===== src/verilog/eeprom_pkg.sv =====
// shared constants and types for the serial eeprom command logic
package eeprom_pkg;

	// command byte codes
	localparam logic [7:0] CMD_WRITE_ENABLE  = 8'h06;
	localparam logic [7:0] CMD_WRITE_DISABLE = 8'h04;
	localparam logic [7:0] CMD_STATUS_READ   = 8'h05;
	localparam logic [7:0] CMD_STATUS_WRITE  = 8'h01;
	localparam logic [7:0] CMD_ARRAY_READ    = 8'h03;
	localparam logic [7:0] CMD_ARRAY_WRITE   = 8'h02;

	// array addressing and protected regions
	localparam int          ADDR_WIDTH   = 14;
	localparam int          ADDR_HI_BITS = 6;
	localparam logic [13:0] ADDR_LAST    = 14'h3fff;
	localparam logic [13:0] QUARTER_BASE = 14'h3000;
	localparam logic [13:0] HALF_BASE    = 14'h2000;
	localparam logic [1:0]  PROTECT_NONE    = 2'h0;
	localparam logic [1:0]  PROTECT_QUARTER = 2'h1;
	localparam logic [1:0]  PROTECT_HALF    = 2'h2;

	// status byte field positions
	localparam int STATUS_LOCK_POS   = 7;
	localparam int PROTECT_HIGH_POS  = 3;
	localparam int PROTECT_LOW_POS   = 2;
	localparam int LATCH_POS         = 1;
	localparam int BUSY_POS          = 0;

	// self-timed write cycle length
	localparam int WRITE_TIME_NS        = 5000000;
	localparam int CLOCK_PERIOD_NS      = 4;
	localparam int WRITE_CYCLES_DEFAULT = WRITE_TIME_NS / CLOCK_PERIOD_NS;
	localparam int TIMER_WIDTH          = 21;

	// write data buffer
	localparam int FIFO_DEPTH = 8;
	localparam logic [2:0] BIT_LAST = 3'h7;

	typedef struct packed {
		logic [13:0] addr;
		logic [7:0]  data;
	} write_entry_s;

	typedef enum logic [2:0] {
		FRAME_IDLE, FRAME_COMMAND, FRAME_ADDRESS, FRAME_READ,
		FRAME_STATUS_OUT, FRAME_WRITE_DATA, FRAME_STATUS_DATA, FRAME_WAIT
	} frame_state_e;

	typedef enum logic [1:0] {
		CYCLE_NONE, CYCLE_ARRAY, CYCLE_STATUS
	} cycle_kind_e;

endpackage


===== src/verilog/spi_eeprom_core.sv =====
// serial eeprom command logic: status register, array read and array write start
`timescale 1ns/1ps
`default_nettype none
module spi_eeprom_core #(
	parameter int WRITE_CYCLES = eeprom_pkg::WRITE_CYCLES_DEFAULT
) (
	input  wire logic        clock,
	input  wire logic        rst_b,
	input  wire logic        chip_select_b,
	input  wire logic        serial_clock,
	input  wire logic        serial_in,
	input  wire logic        write_protect_b,
	output logic             serial_out,
	output logic             serial_out_en_b,
	output logic [13:0]      array_addr,
	input  wire logic [7:0]  array_rd_data,
	output logic             array_wr_en,
	output logic [7:0]       array_wr_data
);
	typedef struct packed {
		logic [2:0]                         cs_sync;
		logic [2:0]                         clk_sync;
		logic [1:0]                         din_sync;
		logic [1:0]                         wp_sync;
		eeprom_pkg::frame_state_e           frame;
		logic [2:0]                         bit_cnt;
		logic [7:0]                         rx;
		logic [7:0]                         tx;
		logic [7:0]                         cmd;
		logic                               addr_hi_done;
		logic [13:0]                        addr;
		logic                               have_data;
		logic                               accept;
		logic                               pend_lock;
		logic [1:0]                         pend_protect;
		logic                               status_lock;
		logic [1:0]                         protect;
		logic                               latch;
		eeprom_pkg::cycle_kind_e            kind;
		logic [eeprom_pkg::TIMER_WIDTH-1:0] timer;
		logic                               flush;
		logic                               out_bit;
		logic                               out_en_b;
		logic                               wr_en;
		logic [7:0]                         wr_data;
	} core_state_s;

	localparam logic [eeprom_pkg::TIMER_WIDTH-1:0] TIMER_LOAD =
		eeprom_pkg::TIMER_WIDTH'(WRITE_CYCLES);

	core_state_s               s_reg;
	core_state_s               s_next;
	eeprom_pkg::write_entry_s  fifo_in;
	eeprom_pkg::write_entry_s  fifo_out;
	logic                      fifo_push;
	logic                      fifo_in_ready;
	logic                      fifo_out_valid;
	logic                      fifo_out_ready;
	logic                      cs_b;
	logic                      cs_rise;
	logic                      cs_fall;
	logic                      clk_rise;
	logic                      clk_fall;
	logic                      busy;
	logic                      hardware_protect_mode;
	logic [7:0]                rx_byte;
	logic                      byte_done;
	logic [7:0]                status_byte;
	logic [13:0]               full_addr;

	// synchronised pin views and edges
	assign cs_b      = s_reg.cs_sync[1];
	assign cs_rise   = s_reg.cs_sync[1] && !s_reg.cs_sync[2];
	assign cs_fall   = !s_reg.cs_sync[1] && s_reg.cs_sync[2];
	assign clk_rise  = s_reg.clk_sync[1] && !s_reg.clk_sync[2];
	assign clk_fall  = !s_reg.clk_sync[1] && s_reg.clk_sync[2];
	assign rx_byte   = {s_reg.rx[6:0], s_reg.din_sync[1]};
	assign byte_done = clk_rise && (s_reg.bit_cnt == eeprom_pkg::BIT_LAST);
	// busy while any self-timed cycle runs
	assign busy      = s_reg.kind != eeprom_pkg::CYCLE_NONE;
	// hardware protect from lock bit and pin
	// combinational, so whichever comes last enters it
	assign hardware_protect_mode       = s_reg.status_lock && !s_reg.wp_sync[1];
	// only the low fourteen address bits are kept
	assign full_addr = {s_reg.addr[13:8], rx_byte};

	// bits 6 to 4 read as zero
	always_comb begin
		status_byte = '0;
		status_byte[eeprom_pkg::STATUS_LOCK_POS]  = s_reg.status_lock;
		status_byte[eeprom_pkg::PROTECT_HIGH_POS] = s_reg.protect[1];
		status_byte[eeprom_pkg::PROTECT_LOW_POS]  = s_reg.protect[0];
		status_byte[eeprom_pkg::LATCH_POS]        = s_reg.latch;
		status_byte[eeprom_pkg::BUSY_POS]         = busy;
	end

	// protected region check on the start address
	function automatic logic is_protected(input logic [1:0] prot, input logic [13:0] a);
		logic hit;
		hit = 1'b1;
		if (prot == eeprom_pkg::PROTECT_NONE) begin
			hit = 1'b0;
		end else if (prot == eeprom_pkg::PROTECT_QUARTER) begin
			hit = a >= eeprom_pkg::QUARTER_BASE;
		end else if (prot == eeprom_pkg::PROTECT_HALF) begin
			hit = a >= eeprom_pkg::HALF_BASE;
		end
		return hit;
	endfunction

	// buffer for array write bytes, drained during the timed cycle
	assign fifo_in        = '{addr: s_reg.addr, data: rx_byte};
	assign fifo_out_ready = (s_reg.kind == eeprom_pkg::CYCLE_ARRAY) || s_reg.flush;
	assign fifo_push      = !cs_b && !cs_fall && byte_done
		&& (s_reg.frame == eeprom_pkg::FRAME_WRITE_DATA) && s_reg.accept;

	word_fifo #(
		.WIDTH ($bits(eeprom_pkg::write_entry_s)),
		.DEPTH (eeprom_pkg::FIFO_DEPTH)
	) write_buffer (
		.clock     (clock),
		.rst_b     (rst_b),
		.in_valid  (fifo_push),
		.in_ready  (fifo_in_ready),
		.in_data   (fifo_in),
		.out_valid (fifo_out_valid),
		.out_ready (fifo_out_ready),
		.out_data  (fifo_out)
	);

	// next-state logic: pin sync, timed cycle, frame decoding
	always_comb begin
		s_next = s_reg;
		s_next.cs_sync  = {s_reg.cs_sync[1:0], chip_select_b};
		s_next.clk_sync = {s_reg.clk_sync[1:0], serial_clock};
		s_next.din_sync = {s_reg.din_sync[0], serial_in};
		s_next.wp_sync  = {s_reg.wp_sync[0], write_protect_b};
		s_next.wr_en    = 1'b0;
		if (s_reg.flush && !fifo_out_valid) begin
			s_next.flush = 1'b0;
		end
		// self-timed cycle: count down and drain the buffer into the array
		if (busy) begin
			if (s_reg.timer != '0) begin
				s_next.timer = s_reg.timer - 1'b1;
			end
			if (s_reg.kind == eeprom_pkg::CYCLE_ARRAY && fifo_out_valid) begin
				s_next.wr_en   = 1'b1;
				s_next.addr    = fifo_out.addr;
				s_next.wr_data = fifo_out.data;
			end
			if (s_reg.timer == '0 && !fifo_out_valid) begin
				// new protection bits land only at the very end
				if (s_reg.kind == eeprom_pkg::CYCLE_STATUS) begin
					s_next.status_lock = s_reg.pend_lock;
					s_next.protect     = s_reg.pend_protect;
				end
				// latch clears when either write cycle completes
				s_next.latch = 1'b0;
				s_next.kind  = eeprom_pkg::CYCLE_NONE;
			end
		end
		if (cs_b) begin
			// deselect ends a read at any bit
			s_next.out_en_b = 1'b1;
			s_next.frame    = eeprom_pkg::FRAME_IDLE;
			if (cs_rise) begin
				// framed status write starts its cycle at deselect
				// needs the latch; lock clear ignores the pin
				if (s_reg.frame == eeprom_pkg::FRAME_STATUS_DATA && s_reg.have_data
					&& s_reg.bit_cnt == '0 && s_reg.latch && !hardware_protect_mode && !busy) begin
					s_next.kind  = eeprom_pkg::CYCLE_STATUS;
					s_next.timer = TIMER_LOAD;
				// array write starts only on a byte boundary
				end else if (s_reg.frame == eeprom_pkg::FRAME_WRITE_DATA && s_reg.accept
					&& s_reg.have_data && s_reg.bit_cnt == '0) begin
					s_next.kind  = eeprom_pkg::CYCLE_ARRAY;
					s_next.timer = TIMER_LOAD;
				end else if (s_reg.frame == eeprom_pkg::FRAME_WRITE_DATA) begin
					s_next.flush = 1'b1;
				end
			end
		end else if (cs_fall) begin
			s_next.frame   = eeprom_pkg::FRAME_COMMAND;
			s_next.bit_cnt = '0;
		end else begin
			// input taken on rising serial clock edges
			if (clk_rise) begin
				s_next.rx      = rx_byte;
				s_next.bit_cnt = s_reg.bit_cnt + 1'b1;
			end
			case (s_reg.frame)
				eeprom_pkg::FRAME_COMMAND: begin
					if (byte_done) begin
						s_next.cmd          = rx_byte;
						s_next.have_data    = 1'b0;
						s_next.addr_hi_done = 1'b0;
						// single-byte commands end in the wait state
						s_next.frame        = eeprom_pkg::FRAME_WAIT;
						if (rx_byte == eeprom_pkg::CMD_WRITE_ENABLE) begin
							s_next.latch = busy ? s_next.latch : 1'b1; // keep a cycle-end clear
						end else if (rx_byte == eeprom_pkg::CMD_WRITE_DISABLE) begin
							s_next.latch = busy ? s_next.latch : 1'b0;
						// status read taken even while busy
						end else if (rx_byte == eeprom_pkg::CMD_STATUS_READ) begin
							s_next.frame = eeprom_pkg::FRAME_STATUS_OUT;
						end else if (rx_byte == eeprom_pkg::CMD_STATUS_WRITE && !busy) begin
							s_next.frame = eeprom_pkg::FRAME_STATUS_DATA;
						end else if ((rx_byte == eeprom_pkg::CMD_ARRAY_READ
							|| rx_byte == eeprom_pkg::CMD_ARRAY_WRITE) && !busy) begin
							s_next.frame = eeprom_pkg::FRAME_ADDRESS;
						end
						// anything else stays in the wait state
					end
				end
				eeprom_pkg::FRAME_ADDRESS: begin
					if (byte_done && !s_reg.addr_hi_done) begin
						s_next.addr[13:8]   = rx_byte[eeprom_pkg::ADDR_HI_BITS-1:0];
						s_next.addr_hi_done = 1'b1;
					end else if (byte_done) begin
						// address register loaded from the command
						s_next.addr   = full_addr;
						s_next.frame  = (s_reg.cmd == eeprom_pkg::CMD_ARRAY_READ)
							? eeprom_pkg::FRAME_READ : eeprom_pkg::FRAME_WRITE_DATA;
						// no latch, no write; protected region refused
						s_next.accept = s_reg.latch
							&& !is_protected(s_reg.protect, full_addr);
					end
				end
				eeprom_pkg::FRAME_READ, eeprom_pkg::FRAME_STATUS_OUT: begin
					// output changes on falling serial clock edges
					if (clk_fall && s_reg.bit_cnt == '0) begin
						s_next.out_en_b = 1'b0;
						if (s_reg.frame == eeprom_pkg::FRAME_READ) begin
							// address steps and wraps past the top
							s_next.tx      = array_rd_data;
							s_next.out_bit = array_rd_data[7];
							s_next.addr    = s_reg.addr + 1'b1;
						end else begin
							s_next.tx      = status_byte;
							s_next.out_bit = status_byte[7];
						end
					end else if (clk_fall) begin
						s_next.tx      = {s_reg.tx[6:0], 1'b0};
						s_next.out_bit = s_reg.tx[6];
					end
				end
				eeprom_pkg::FRAME_STATUS_DATA: begin
					// any clock beyond the data byte spoils the frame
					if (clk_rise && s_reg.have_data) begin
						s_next.frame = eeprom_pkg::FRAME_WAIT;
					end else if (byte_done) begin
						// only lock and protect bits are taken
						s_next.pend_lock    = rx_byte[eeprom_pkg::STATUS_LOCK_POS];
						s_next.pend_protect = {rx_byte[eeprom_pkg::PROTECT_HIGH_POS],
							rx_byte[eeprom_pkg::PROTECT_LOW_POS]};
						s_next.have_data    = 1'b1;
					end
				end
				eeprom_pkg::FRAME_WRITE_DATA: begin
					// bytes beyond a full buffer are dropped
					if (byte_done) begin
						s_next.have_data = 1'b1;
						if (s_reg.accept && fifo_in_ready) begin
							s_next.addr = s_reg.addr + 1'b1;
						end
					end
				end
				default: begin
				end
			endcase
		end
	end

	// state register; pins idle high for select, low for the clock
	always_ff @(posedge clock or negedge rst_b) begin
		if (!rst_b) begin
			s_reg          <= '0;
			s_reg.cs_sync  <= 3'h7;
			s_reg.wp_sync  <= 2'h3;
			s_reg.out_en_b <= 1'b1;
		end else begin
			s_reg <= s_next;
		end
	end

	// outputs straight from flops
	assign serial_out      = s_reg.out_bit;
	assign serial_out_en_b = s_reg.out_en_b;
	assign array_addr      = s_reg.addr;
	assign array_wr_en     = s_reg.wr_en;
	assign array_wr_data   = s_reg.wr_data;
endmodule
`default_nettype wire


===== src/verilog/word_fifo.sv =====
// small synchronous fifo with valid and ready on both sides
`timescale 1ns/1ps
`default_nettype none
module word_fifo #(
	parameter int WIDTH = 22,
	parameter int DEPTH = 8
) (
	input  wire logic             clock,
	input  wire logic             rst_b,
	input  wire logic             in_valid,
	output logic                  in_ready,
	input  wire logic [WIDTH-1:0] in_data,
	output logic                  out_valid,
	input  wire logic             out_ready,
	output logic [WIDTH-1:0]      out_data
);
	localparam int PW = $clog2(DEPTH);
	localparam logic [PW-1:0] PTR_LAST = PW'(DEPTH - 1);
	localparam logic [PW:0]   COUNT_FULL = (PW + 1)'(DEPTH);

	typedef struct packed {
		logic [DEPTH-1:0][WIDTH-1:0] mem;
		logic [PW-1:0]               wr_ptr;
		logic [PW-1:0]               rd_ptr;
		logic [PW:0]                 count;
	} fifo_state_s;

	fifo_state_s s_reg;
	fifo_state_s s_next;
	logic        push;
	logic        pop;

	// honest full and empty flags
	assign in_ready  = s_reg.count != COUNT_FULL;
	assign out_valid = s_reg.count != '0;
	assign out_data  = s_reg.mem[s_reg.rd_ptr];
	assign push      = in_valid && in_ready;
	assign pop       = out_valid && out_ready;

	// pointer and storage update
	always_comb begin
		s_next = s_reg;
		if (push) begin
			s_next.mem[s_reg.wr_ptr] = in_data;
			s_next.wr_ptr = (s_reg.wr_ptr == PTR_LAST) ? '0 : s_reg.wr_ptr + 1'b1;
		end
		if (pop) begin
			s_next.rd_ptr = (s_reg.rd_ptr == PTR_LAST) ? '0 : s_reg.rd_ptr + 1'b1;
		end
		if (push && !pop) begin
			s_next.count = s_reg.count + 1'b1;
		end else if (pop && !push) begin
			s_next.count = s_reg.count - 1'b1;
		end
	end

	// state register
	always_ff @(posedge clock or negedge rst_b) begin
		if (!rst_b) begin
			s_reg <= '0;
		end else begin
			s_reg <= s_next;
		end
	end
endmodule
`default_nettype wire


===== config.mk =====
export PLATFORM = sky130hd
export DESIGN_NAME = spi_eeprom_core
export DESIGN_NICKNAME = d
export VERILOG_FILES = /design/src/verilog/eeprom_pkg.sv /design/src/verilog/spi_eeprom_core.sv /design/src/verilog/word_fifo.sv
export SDC_FILE = /design/constraint.sdc
export NUM_CORES = 1
export LEC_CHECK = 0
export BUFFER_PORTS_ARGS = -buffer_cell sky130_fd_sc_hd__buf_4
export CAP_MARGIN = 10
export CORE_MARGIN = 4
export CORE_UTILIZATION = 35
export DETAILED_ROUTE_END_ITERATION = 10
export PLACE_DENSITY = 0.6
export SYNTH_ARGS = -nofsm -noshare
export SYNTH_HDL_FRONTEND = slang
export SYNTH_SLANG_ARGS = --single-unit

===== constraint.sdc =====
create_clock -name clock -period 3 [get_ports clock]
set_input_delay 0.3 -clock clock [delete_from_list [all_inputs] [get_ports clock]]
set_output_delay 0.3 -clock clock [all_outputs]
set_load 0.005 [all_outputs]

==> parameters.txt <==
Parameter                              Value

Logic synthesis
  Fraction of the yosys area taken by sequential cells    0.523
  Post-synthesis cell type count    65
  Post-synthesis average cell area    12.9 um^2
  Cell type contributing the most total cell area after synthesis    sky130_fd_sc_hd__dfrtp_1
  Ys Warns    0
  Fraction of registers with async set/reset    1.00
  Area share of the largest cell type after synthesis    0.512
  FF+latch count, synth    between 200 and 300
  Leading cell types by total area after synthesis    sky130_fd_sc_hd__dfrtp_1 51%, sky130_fd_sc_hd__mux2_2 17%, sky130_fd_sc_hd__mux4_2 7.3%, sky130_fd_sc_hd__mux2i_1 1.8%, sky130_fd_sc_hd__o21ai_0 1.7%
  Top_reg_cell synth    sky130_fd_sc_hd__dfrtp_1
  Post-synth EDFFs    0
  Net Count, Synth    1075
  Synthesized area    13500 um^2
  Gate Count Post-Synth    ~1000

GRT
  M3 GR Usage    0.0228
  Global route hottest layer    met2
  Global-route met1 utilization    0.205
  Pin count of the biggest net entering global routing    80
  Remaining global-route overflow    0
  Global-route wire length before repair    roughly 50000 um
  Met2 Resource Use GR    0.251
  Via count of the first global-routing pass    8834
  Initial antenna violation count    0
  Global routing usage summed across all routing layers    0.148

Floorplanning
  Full die area    41900 um^2
  IO Count    39
  Initial cell density of the core    0.357
  Core Area    37900 um^2
  Die outline height    205 um
  Horizontal die dimension    205 um
  Num rows    71

Route
  Number of vias per cell after detailed routing    approximately 5.3
  First-pass DRT Iterations    5
  Remaining number of nets flagged by the antenna check after routing    0
  # DRC    0
  DR WL/cell    about 19 um
  Final routed wirelength across all metal layers    between 30000 and 40000 um
  Drt initial violations    about 440
  Via count    8450

Final layout
  Largest register FFs    between 150 and 200
  Total number of nets in the final design    1101
  Layout fillers    3499
  Most frequent cells in the layout    275 x sky130_fd_sc_hd__dfrtp_1, 200 x sky130_fd_sc_hd__mux2_2, 78 x sky130_fd_sc_hd__buf_4
  Most common cell after layout, fill and taps aside    sky130_fd_sc_hd__dfrtp_1
  Count of antenna diodes in the layout    0
  Ratio of cells with drive above 1 in the final layout    0.370
  Signed area change from the synthesized netlist to the final layout    15.4%

Critical path
  Worst path required time    3430 ps
  Critical register-to-register path startpoint    s_reg[83]
  Startpoint class of the critical path    flip-flop
  Setup Crit Path Kind    flip-flop to flip-flop
  Arrival @ worst endpoint    3060 ps
  Crit path launch    s_reg[83]
  Cells on worst reg2reg path    13
  Highest net fanout along the worst path    5
  Worst setup EP type    flip-flop

Timing
  Fraction of the cycle the final worst path needs    0.875
  RSZ-0062 raised after global routing    no
  Highest achievable clock rate    roughly 0.38 GHz
  Largest clock skew in the final design    12.6 ps
  Minimum hold slack    59.0 ps
  Transition time at the pin with the least slew margin    916 ps
  Final slew viol count    0
  Min cycle time layout    2620 ps
  Setup TNS    0 ps
  Final Hold Fails    0
  Worst relative slew slack    0.387
  Final setup violating endpoints    0

Clocking
  Number of setup buffers added after CTS    0
  Number of buffers created by CTS    30
  Clock Path Buffers    3
  Clk slew on worst S/H paths    ~60 ps
  Clock sink count    283
  Clock latency of the later-clocked register in the worst-skew pair    ~560 ps
  Number of levels in the clock H-tree    1
  Root buffer cell    sky130_fd_sc_hd__clkbuf_16
  CTS tree    built

Worst hold path
  Start point of the worst min-delay path    array_rd_data[6]
  Hold-critical path depth    3
  Class of the tightest hold or removal check    primary input to flip-flop

Outcome
  Status    complete, no violations

Pwr
  Static Leakage    slightly above 7 nW
  Cell area power density    542 nW/um^2
  Maximum resistive drop on vdd    386 uV

Placement
  Routability cong.    around 0.79
  Post-detailed-placement half-perimeter wirelength    19300 um
  Total of buffers placed on input and output ports    38

Run
  Max-capacitance violation count    0
## worst paths after layout
path | endpoint | slack [ps]
min | s_reg[73] | 60
max | write_buffer.s_reg[3] | 380
min reg2reg | s_reg[90] | 360
min in group asynchronous | write_buffer.s_reg[29] | 340
max reg2reg | write_buffer.s_reg[3] | 380
max in group asynchronous | write_buffer.s_reg[58] | 1790
## through the flow
| stage | util | cells | instance area, um^2 | worst slack, ps | power [mW] |
|---|---|---|---|---|---|
| final | 0.412 | 1607 | 15600 | 376 | 8.47 |
| after global routing | 0.412 | 1607 | 15600 | 136 | 8.76 |
| after CTS | 0.412 | 1607 | 15600 | 382 | 8.59 |
| after detailed placement | 0.380 | 1547 | 14400 | 391 | 4.31 |
| after global placement | 0.380 | 1547 | 14400 | 376 | 4.30 |
| after floorplan | - | 1047 | 13500 | 206 | 4.12 |
## synthesized netlist by cell type (2+ instances only)
| library cell | instances |
|---|---|
| sky130_fd_sc_hd__a21o_1 | 2 |
| sky130_fd_sc_hd__a21oi_1 | 28 |
| sky130_fd_sc_hd__a221o_1 | 6 |
| sky130_fd_sc_hd__a22oi_1 | 5 |
| sky130_fd_sc_hd__a2bb2oi_1 | 8 |
| sky130_fd_sc_hd__and3_1 | 3 |
| sky130_fd_sc_hd__buf_1 | 7 |
| sky130_fd_sc_hd__buf_2 | 17 |
| sky130_fd_sc_hd__buf_4 | 22 |
| sky130_fd_sc_hd__clkbuf_1 | 47 |
| sky130_fd_sc_hd__dfrtp_1 | 277 |
| sky130_fd_sc_hd__dfstp_2 | 6 |
| sky130_fd_sc_hd__ha_1 | 13 |
| sky130_fd_sc_hd__inv_1 | 14 |
| sky130_fd_sc_hd__mux2_2 | 200 |
| sky130_fd_sc_hd__mux2i_1 | 25 |
| sky130_fd_sc_hd__mux4_2 | 44 |
| sky130_fd_sc_hd__nand2_1 | 49 |
| sky130_fd_sc_hd__nand2b_1 | 9 |
| sky130_fd_sc_hd__nand3_1 | 19 |
| sky130_fd_sc_hd__nand3b_1 | 7 |
| sky130_fd_sc_hd__nand4_1 | 14 |
| sky130_fd_sc_hd__nand4b_1 | 5 |
| sky130_fd_sc_hd__nor2_1 | 37 |
| sky130_fd_sc_hd__nor2b_1 | 7 |
| sky130_fd_sc_hd__nor3_1 | 25 |
| sky130_fd_sc_hd__nor3b_1 | 2 |
| sky130_fd_sc_hd__nor4_1 | 10 |
| sky130_fd_sc_hd__nor4b_1 | 3 |
| sky130_fd_sc_hd__o211ai_1 | 3 |
| sky130_fd_sc_hd__o21a_1 | 2 |
| sky130_fd_sc_hd__o21ai_0 | 46 |
| sky130_fd_sc_hd__o221a_2 | 2 |
| sky130_fd_sc_hd__o22ai_1 | 8 |
| sky130_fd_sc_hd__o31a_1 | 2 |
| sky130_fd_sc_hd__o31ai_1 | 3 |
| sky130_fd_sc_hd__or3_1 | 8 |
| sky130_fd_sc_hd__or4_1 | 6 |
| sky130_fd_sc_hd__or4b_2 | 2 |
| sky130_fd_sc_hd__xnor2_1 | 16 |
| sky130_fd_sc_hd__xor2_1 | 14 |
## power by group
group	switching (mW)	internal [mW]
combinational	0.151	0.0918
sequential	0.139	3.85
clock	1.56	2.68
total	1.85	6.62
## per-layer routing
metal,vias to the layer above,part of all wire
li1,3894,-
met3,31,0.039
met2,144,0.50
met5,-,0
met4,0,0.011
met1,4381,0.46
## critical path: stages (launching register included)
cell	delay, ps
sky130_fd_sc_hd__dfrtp_1	410
sky130_fd_sc_hd__ha_1	170
sky130_fd_sc_hd__ha_1	170
sky130_fd_sc_hd__nand3b_1	110
sky130_fd_sc_hd__nand2b_1	180
sky130_fd_sc_hd__nor2_1	190
sky130_fd_sc_hd__ha_1	220
sky130_fd_sc_hd__inv_1	90
sky130_fd_sc_hd__ha_1	270
sky130_fd_sc_hd__a21o_1	180
sky130_fd_sc_hd__a21oi_1	170
sky130_fd_sc_hd__xnor2_1	130
sky130_fd_sc_hd__nor2_1	60
sky130_fd_sc_hd__xor2_1	140
## layout make-up
cell class | instances | area (um^2) | share of cell area
clock buffer | 39 | 886 | 0.0567
inverter | 14 | 52.6 | 0.00336
timing repair buffer | 88 | 731 | 0.0467
clock inverter | 16 | 269 | 0.0172
sequential | 283 | 7090 | 0.454
tap | 511 | 639 | 0.0409
multi-input combinational | 656 | 5960 | 0.382
## cell families (layout without fill, tap and decap cells)
family | after synthesis | in the layout | synth area share
and+or+nand+nor | 218 | 218 | 0.0889
DFF | 283 | 283 | 0.523
AOI/OAI and AO/OA | 125 | 125 | 0.0588
xor gates and xnor gates | 30 | 30 | 0.0194
muxes | 269 | 269 | 0.258
buffers and inverters | 108 | 157 | 0.0382
adders and majority gates | 14 | 14 | 0.0135
## what timing repair did
item | CTS | global route
hold endpoints to repair | 73 | 0
resized for setup | 0 | 0
hold buffers | 5 | 0
No activity file was read; power rests on OpenSTA's default activity.
